### config.mk
export PLATFORM = sky130hd
export DESIGN_NAME = afd_dma
export DESIGN_NICKNAME = d
export VERILOG_FILES = /design/src/verilog/afd_pkg.sv /design/src/verilog/afd_fifo_slot.sv /design/src/verilog/afd_dma.sv
export VERILOG_INCLUDE_DIRS = /design/src /design/src/verilog
export SDC_FILE = /design/constraint.sdc
export NUM_CORES = 1
export LEC_CHECK = 0
export ABC_AREA = 1
export CELL_PAD_IN_SITES_DETAIL_PLACEMENT = 1
export CELL_PAD_IN_SITES_GLOBAL_PLACEMENT = 1
export CORE_AREA = 2 2 281 283
export CTS_BUF_LIST = sky130_fd_sc_hd__clkbuf_4
export DETAILED_ROUTE_END_ITERATION = 16
export DIE_AREA = 0 0 283 285
export DONT_BUFFER_PORTS = 1
export GPL_ROUTABILITY_DRIVEN = 0
export PLACE_DENSITY_LB_ADDON = 0.25
export SYNTH_ARGS = -nofsm -noshare
export SYNTH_HDL_FRONTEND = slang
export SYNTH_SLANG_ARGS = --single-unit
export TNS_END_PERCENT = 5
### constraint.sdc
create_clock -name clk_i -period 6.8 [get_ports clk_i]
set_input_delay 1.02 -clock clk_i [delete_from_list [all_inputs] [get_ports clk_i]]
set_output_delay 1.02 -clock clk_i [all_outputs]
set_load 0.1 [all_outputs]
### src/verilog/afd_params.svh
// Constants for the audio FIFO mover
`ifndef AFD_PARAMS_SVH
`define AFD_PARAMS_SVH
`define AFD_NUM_FIFO      8
`define AFD_FIFO_PER_RAM  4
`define AFD_RAM_AW        10
`define AFD_DATA_W        48
`define AFD_BLKCNT_W      16
`define AFD_BLK_LEN_RST   10'h010
`endif

### src/verilog/afd_pkg.sv
// Types shared by the audio FIFO mover
`include "afd_params.svh"
package afd_pkg;
   typedef struct packed {
      logic                     valid;
      logic                     to_fifo;   // 1: write sample into FIFO, 0: read out
      logic [2:0]               fifo;
      logic [`AFD_DATA_W-1:0]   data;
   } afd_req_t;
   typedef struct packed {
      logic [`AFD_RAM_AW-1:0]   base;
      logic [`AFD_RAM_AW-1:0]   last;
      logic [`AFD_RAM_AW-1:0]   blk_len;
      logic                     enable;
   } afd_cfg_t;
   typedef struct packed {
      logic                     wr;
      logic [`AFD_RAM_AW-1:0]   addr;
      logic [`AFD_DATA_W-1:0]   data;
   } afd_ram_t;
   typedef enum logic [1:0] {AFD_IDLE, AFD_MOVE} afd_state_t;
endpackage : afd_pkg

### src/verilog/afd_fifo_slot.sv
// Pointer and block counter for one FIFO
`include "afd_params.svh"
module afd_fifo_slot
   import afd_pkg::*;
(
   input  wire logic                    clk_i,      // System clock
   input  wire logic                    rst_b_i,    // Async reset, active low
   input  wire afd_cfg_t                cfg_i,      // Region and block length
   input  wire logic                    step_i,     // One sample moved
   output logic [`AFD_RAM_AW-1:0]       ptr_o,      // Current RAM address
   output logic [`AFD_BLKCNT_W-1:0]     blocks_o,   // Completed blocks
   output logic                         blk_done_o  // Pulse on block end
);
   logic [`AFD_RAM_AW-1:0]   ptr, next_ptr, smp, next_smp;
   logic [`AFD_BLKCNT_W-1:0] blocks, next_blocks;
   logic                     done, next_done;
   logic                     en_q;

   always_comb begin
      next_ptr    = ptr;
      next_smp    = smp;
      next_blocks = blocks;
      next_done   = 1'b0;
      if (cfg_i.enable && !en_q) begin
         next_ptr = cfg_i.base;
         next_smp = '0;
      end else if (step_i) begin
         next_ptr = (ptr == cfg_i.last) ? cfg_i.base : ptr + 10'h001;
         next_smp = smp + 10'h001;
         if (next_smp >= cfg_i.blk_len) begin
            next_smp    = '0;
            next_blocks = blocks + 16'h0001;
            next_done   = 1'b1;
         end
      end
   end

   always_ff @(posedge clk_i or negedge rst_b_i) begin
      if (!rst_b_i) begin
         ptr    <= '0;
         smp    <= '0;
         blocks <= '0;
         done   <= 1'b0;
         en_q   <= 1'b0;
      end else begin
         ptr    <= next_ptr;
         smp    <= next_smp;
         blocks <= next_blocks;
         done   <= next_done;
         en_q   <= cfg_i.enable;
      end
   end

   assign ptr_o      = ptr;
   assign blocks_o   = blocks;
   assign blk_done_o = done;
endmodule : afd_fifo_slot

### src/verilog/afd_dma.sv
// Audio FIFO mover: routes samples into eight circular FIFOs in two RAMs
// Summary of operation
// - Every audio sample transfer is done by hardware, routed per configuration.
// - After setup, samples move in and out of FIFOs without software.
// - Eight FIFOs: four in RAM A, four in RAM B.
// - Each FIFO block counter advances once every blk_len samples moved.
// - Block end raises FIFO interrupt and updates counter; pointers advance on every sample moved.
// - Block interrupts go to the core interrupt controller.
// - Chain controller starts chains on core commands and FIFO block events.
// - Accelerator done events reach the core as interrupts too.
`include "afd_params.svh"
module afd_dma
   import afd_pkg::*;
(
   input  wire logic                          clk_i,          // System clock
   input  wire logic                          rst_b_i,        // Async reset, active low
   input  wire afd_req_t                      req_i,          // Sample request
   output logic                               req_ready_o,    // Request accepted
   input  wire afd_cfg_t [`AFD_NUM_FIFO-1:0]  cfg_i,          // Per FIFO setup
   output afd_ram_t                           ram_a_o,        // fifo_ram_a port
   output logic                               ram_a_en_o,     // fifo_ram_a strobe
   output afd_ram_t                           ram_b_o,        // fifo_ram_b port
   output logic                               ram_b_en_o,     // fifo_ram_b strobe
   input  wire logic [`AFD_DATA_W-1:0]        ram_a_rdata_i,  // fifo_ram_a read data
   input  wire logic [`AFD_DATA_W-1:0]        ram_b_rdata_i,  // fifo_ram_b read data
   output logic [`AFD_DATA_W-1:0]             rd_data_o,      // Sample read out
   output logic                               rd_valid_o,     // Read data valid
   output logic [`AFD_BLKCNT_W-1:0]           blocks_o [`AFD_NUM_FIFO],  // Block counts
   input  wire logic [`AFD_NUM_FIFO-1:0]      chain_en_i,     // Chain trigger enables
   input  wire logic [`AFD_NUM_FIFO-1:0]      core_cmd_i,     // Core chain start cmds
   input  wire logic                          accel_done_i,   // Accelerator done event
   output logic [`AFD_NUM_FIFO-1:0]           fifo_irq_o,     // FIFO block interrupts
   output logic                               accel_irq_o,    // Accelerator interrupt
   output logic [`AFD_NUM_FIFO-1:0]           chain_start_o   // Chain start pulses
);
   afd_state_t               state, next_state;
   logic [2:0]               rd_fifo, next_rd_fifo;
   logic [`AFD_NUM_FIFO-1:0] step, blk_done;
   logic [`AFD_RAM_AW-1:0]   ptr [`AFD_NUM_FIFO];
   afd_ram_t                 next_ram_a, next_ram_b, ram_a, ram_b;
   logic                     next_a_en, next_b_en, a_en, b_en;
   logic [`AFD_DATA_W-1:0]   rd_data, next_rd_data;
   logic                     rd_valid, next_rd_valid;
   logic [`AFD_NUM_FIFO-1:0] irq, next_irq, chain, next_chain;
   logic                     accel, next_accel;

   // Upper half of the FIFO index selects RAM B
   function automatic logic in_ram_b(input logic [2:0] f);
      return f >= 3'(`AFD_FIFO_PER_RAM);
   endfunction : in_ram_b

   // One request per cycle; a read takes a second cycle for RAM data to return
   assign req_ready_o = (state == AFD_IDLE);

   always_comb begin
      next_state    = state;
      next_rd_fifo  = rd_fifo;
      next_ram_a    = ram_a;
      next_ram_b    = ram_b;
      next_a_en     = 1'b0;
      next_b_en     = 1'b0;
      next_rd_data  = rd_data;
      next_rd_valid = 1'b0;
      step          = '0;
      unique case (state)
         AFD_IDLE: begin
            if (req_i.valid && cfg_i[req_i.fifo].enable) begin
               step[req_i.fifo] = 1'b1;
               if (in_ram_b(req_i.fifo)) begin
                  next_b_en  = 1'b1;
                  next_ram_b = '{wr: req_i.to_fifo, addr: ptr[req_i.fifo], data: req_i.data};
               end else begin
                  next_a_en  = 1'b1;
                  next_ram_a = '{wr: req_i.to_fifo, addr: ptr[req_i.fifo], data: req_i.data};
               end
               if (!req_i.to_fifo) begin
                  next_rd_fifo = req_i.fifo;
                  next_state   = AFD_MOVE;
               end
            end
         end
         AFD_MOVE: begin
            next_rd_data  = in_ram_b(rd_fifo) ? ram_b_rdata_i : ram_a_rdata_i;
            next_rd_valid = 1'b1;
            next_state    = AFD_IDLE;
         end
         default: next_state = AFD_IDLE;
      endcase
   end

   always_comb begin
      next_irq   = blk_done;
      next_chain = (blk_done & chain_en_i) | core_cmd_i;
      next_accel = accel_done_i;
   end

   always_ff @(posedge clk_i or negedge rst_b_i) begin
      if (!rst_b_i) begin
         state    <= AFD_IDLE;
         rd_fifo  <= '0;
         ram_a    <= '0;
         ram_b    <= '0;
         a_en     <= 1'b0;
         b_en     <= 1'b0;
         rd_data  <= '0;
         rd_valid <= 1'b0;
         irq      <= '0;
         chain    <= '0;
         accel    <= 1'b0;
      end else begin
         state    <= next_state;
         rd_fifo  <= next_rd_fifo;
         ram_a    <= next_ram_a;
         ram_b    <= next_ram_b;
         a_en     <= next_a_en;
         b_en     <= next_b_en;
         rd_data  <= next_rd_data;
         rd_valid <= next_rd_valid;
         irq      <= next_irq;
         chain    <= next_chain;
         accel    <= next_accel;
      end
   end

   genvar g;
   generate
      for (g = 0; g < `AFD_NUM_FIFO; g++) begin : g_slot
         afd_fifo_slot u_slot (
            .clk_i      (clk_i),
            .rst_b_i    (rst_b_i),
            .cfg_i      (cfg_i[g]),
            .step_i     (step[g]),
            .ptr_o      (ptr[g]),
            .blocks_o   (blocks_o[g]),
            .blk_done_o (blk_done[g])
         );
      end
   endgenerate

   assign ram_a_o       = ram_a;
   assign ram_a_en_o    = a_en;
   assign ram_b_o       = ram_b;
   assign ram_b_en_o    = b_en;
   assign rd_data_o     = rd_data;
   assign rd_valid_o    = rd_valid;
   assign fifo_irq_o    = irq;
   assign accel_irq_o   = accel;
   assign chain_start_o = chain;
endmodule : afd_dma

==> flow_results.org <==
** Timing
- Setup repair after global routing left no endpoint under its margin.
- In the finished design, the share of the clock period the worst path needs comes to 0.5079.
- Remaining max-slew budget at the tightest pin :: -1.637
- Highest clock rate :: 289.5 MHz
- Worst slack on hold paths :: -0.2602 ns
- The number of max-slew violations in the final report is 411.
- Setup-violating endpoint count in the final report :: 0
- Final Hold Vio Count :: 57
- For the final routed database, the setup TNS stands at 0 ns.
- For the pin with the worst max-slew slack, the measured transition is 3.955 ns.
- Final critical path time including I/O delays and setup :: 3.454 ns
- The clock arrives with 0.1045 ns of skew.

** Placed design
- Post-placement cell count :: 4901
- HPWL reported at the end of detailed placement :: 80.64 mm
- The count of buffers added on input and output ports is 0.

** Clock tree
- Clock sink count :: a little under 500
- CTS buffer count :: 152
- Resize count post-CTS :: 0
- The number of hold buffers added after CTS was 22.
- Maximum clock insertion buffer count :: 3
- Number of setup buffers added after CTS :: 0
- Number of levels in the clock H-tree :: 4
- TritonCTS clock tree :: yes
- Clock transition at the registers of the reported paths :: 0.06 ns
- Clk_lat worst skew :: 1.03 ns
- The tree is rooted in a sky130_fd_sc_hd__clkbuf_4.

** Run
- Max-Cap Viols :: 0

** Drt
- Antenna-violating nets left :: 0
- Vias after detailed routing :: around 26000
- In the routed layout, each cell is associated on average with a via count of approximately 5.
- Dividing the detail-routed wire length by the instance count gives approximately 20 um.
- WL final :: between 100 and 150 mm
- Remaining design rule violation count :: 0
- After the first detailed-routing iteration, the DRC count stood at 1182.
- The first TritonRoute pass finished after 7 iterations.

** Cells and area
- Area growth, synth to finish :: 9.851%
- Fill cells in the final layout number between 9000 and 10000.
- The final layout contains approximately 4500 nets.
- Share of cells above drive strength 1 :: 0.07126
- In the final layout, flip-flops and latches occupy 12310 um^2.
- Utilization after layout :: 0.4105
- Area of combinational cells with multiple inputs :: 14150 um^2
- Finished Layout Cells :: 5200

** Floorplanning
- The die is 283 um wide.
- Starting Density :: 0.3737
- In this run the standard cell core region covers approximately 78000 um^2.
- Die Y-Extent :: 285 um
- During I/O placement, the number of pins put on the boundary was around 730.
- Floorplan row count :: 103
- Die outline area :: a little over 80000 um^2

** Synth
- Synth Register Bits :: between 400 and 500
- Yosys mapped a number of flops with a built-in enable equal to 0.
- Most area-consuming cells after synthesis :: sky130_fd_sc_hd__dfrtp_1 (42%), sky130_fd_sc_hd__nand2_1 (17%), sky130_fd_sc_hd__inv_1 (6.7%)
- The netlist uses 39 different library cells.
- Post-Syn Nets :: 4494
- The commonest cells after synthesis are sky130_fd_sc_hd__nand2_1 (1344), sky130_fd_sc_hd__inv_1 (522), sky130_fd_sc_hd__dfrtp_1 (492).
- In the synthesized netlist, the number of instances is 3974.
- Cell area after synthesis :: 29140 um^2
- Share of the synthesized area in the top cell type :: 0.4226
- Fraction of the yosys area taken by sequential cells :: 0.4226
- Dividing the synthesized area by the synthesized cell count gives 7.332 um^2.
- Biggest area consumer among synthesized cells :: sky130_fd_sc_hd__dfrtp_1
- Proportion of synthesized flip-flops having asynchronous set or reset :: 1.000
- Cell with the most instances after synthesis :: sky130_fd_sc_hd__nand2_1
- Total of warnings raised by yosys :: 0
- Among all flip-flop cells after synthesis, the most frequent one is sky130_fd_sc_hd__dfrtp_1.

** Global route
- Aggregate global routing overflow :: 0
- Entering global routing, the biggest net connects 493 pins.
- Antenna violations before repair :: 19
- Wire length of the first global-routing pass :: about 160 mm
- The number of global-route vias before repair is 27130.
- GRT Util Overall :: 0.2598

** Power and ir drop
- PwrDens :: 328.1 nW/um^2
- IR Drop Worst-Case VDD :: 125.1 uV
- In this run the static leakage power is between 15 and 20 nW.

** Critical path
- In this run the worst path has a maximum fanout of 17.
- Crit path depth :: 14
- Cell count of the worst reg-to-reg path :: 14
- The critical path goes through nand3_1, nor3_1, nand2_1, o21ai_0, nand2_1, ha_1, nand2_1, nor2_1, nand3_1, nand3_1, nand2_1, nor2_4, nand2_1, nand2_1.
- By instance count, the cell type seen most on the critical path is sky130_fd_sc_hd__nand2_1.
- Worst path bufs/invs :: 0
- Cell family contributing the most delay on the critical path :: simple AND/OR/NAND/NOR gates
- Kind of critical path :: flip-flop to flip-flop
- Slowest library cell on the worst path :: sky130_fd_sc_hd__nor2_4
- The largest single stage delay on the critical path is 0.58 ns.
- The worst setup path is launched from a flip-flop.
- The worst setup path is captured at a flip-flop.
- STA puts the critical path data required time at 7.69 ns.
- Data arrival at the endpoint of the critical path :: 4.34 ns

** Status
- The checks that failed: hold timing, slew limit.
- Run status :: finished with violations

** Hold path
- Path class of the lowest-slack min-delay path :: input pin to asynchronous set/reset pin
[per-stage QoR]
step / cell area [um^2] / setup slack, ns / power (mW)
global route: 32010 / 3.006 / 11.07
finish: 32010 / 3.346 / 10.50
floorplan: 29140 / 4.231 / 7.031
global placement: 29870 / 3.396 / 7.547
detailed placement: 29870 / 3.341 / 7.595
CTS: 31980 / 3.278 / 10.64
[metal layers]
metal,vias to the layer above,global-route usage,share of wire
li1,12650,-,-
met1,12600,0.3006,0.40
met2,699,0.4344,0.48
met3,207,0.09264,0.078
met4,14,0.1122,0.038
met5,-,0,0.00080
[area by class of cell]
class,instances,area share
multi-input combinational,2812,0.4422
clock inverter,54,0.009226
sequential,492,0.3847
tap,1050,0.04105
antenna,10,0.0007818
timing repair buffer,30,0.008757
inverter,539,0.06337
clock buffer,213,0.04996
[worst paths after layout]
path                                                       start                                   endpoint  slack [ns]
max                          g_slot[4].u_slot.smp[0]$_DFFE_PN0P_   g_slot[4].u_slot.blocks_o[2]$_DFFE_PN0P_        3.35
min                                                      rst_b_i        g_slot[6].u_slot.smp[2]$_DFFE_PN0P_       -0.26
max reg2reg                  g_slot[4].u_slot.smp[0]$_DFFE_PN0P_   g_slot[4].u_slot.blocks_o[2]$_DFFE_PN0P_        3.35
min reg2reg                g_slot[3].u_slot.blk_done_o$_DFF_PN0_                    fifo_irq_o[3]$_DFF_PN0_        0.38
max in group asynchronous                                rst_b_i  g_slot[4].u_slot.blocks_o[10]$_DFFE_PN0P_        3.95
min in group clk_i                                 chain_en_i[3]                 chain_start_o[3]$_DFF_PN0_        0.12
[cells in the final DEF (no fill, tap or decap), types with 17 or more instances in the layout]
master and count:
sky130_fd_sc_hd__nand2_1 1344, sky130_fd_sc_hd__inv_1 521, sky130_fd_sc_hd__dfrtp_1 492, sky130_fd_sc_hd__nand3_1 349, sky130_fd_sc_hd__o21ai_0 250, sky130_fd_sc_hd__nor2_1 221, sky130_fd_sc_hd__clkbuf_4 213, sky130_fd_sc_hd__xor2_1 155
sky130_fd_sc_hd__ha_1 104, sky130_fd_sc_hd__o21ai_1 87, sky130_fd_sc_hd__xnor2_1 85, sky130_fd_sc_hd__nor3_1 57, sky130_fd_sc_hd__clkinv_1 35, sky130_fd_sc_hd__a21oi_1 33, sky130_fd_sc_hd__nand4_1 28, sky130_fd_sc_hd__dlygate4sd3_1 22
sky130_fd_sc_hd__nand3b_1 17
[sequential cells by signal (all words and copies together), names as in the netlist]
register                  cells
ram_b_en_o                    1
rd_fifo                       1
g_slot.u_slot.blk_done_o      8
accel_irq_o                   1
g_slot.u_slot.ptr_o          80
rd_valid_o                    1
g_slot.u_slot.blocks_o      128
state                         1
g_slot.u_slot.smp            80
chain_start_o                 8
ram_b_o                      59
ram_a_en_o                    1
rd_data_o                    48
ram_a_o                      59
g_slot.u_slot.en_q            8
fifo_irq_o                    8
[kinds of logic after synthesis]
family,Yosys count,share of synthesized area
buf+inv,670,0.09185
xor+xnor,240,0.07214
simple gates,2060,0.2954
fa+ha+maj,104,0.04466
flops,492,0.4226
compound gates,408,0.07335
[where the power goes]
group / internal (mW) / switching [mW] / leakage (nW)
Combinational: 0.522 / 0.811 / 9.82
Clock: 1.47 / 1.49 / 1.12
Sequential: 3.31 / 2.91 / 6.25
Total: 5.30 / 5.20 / 17.2
No activity file was read; power rests on OpenSTA's default activity.
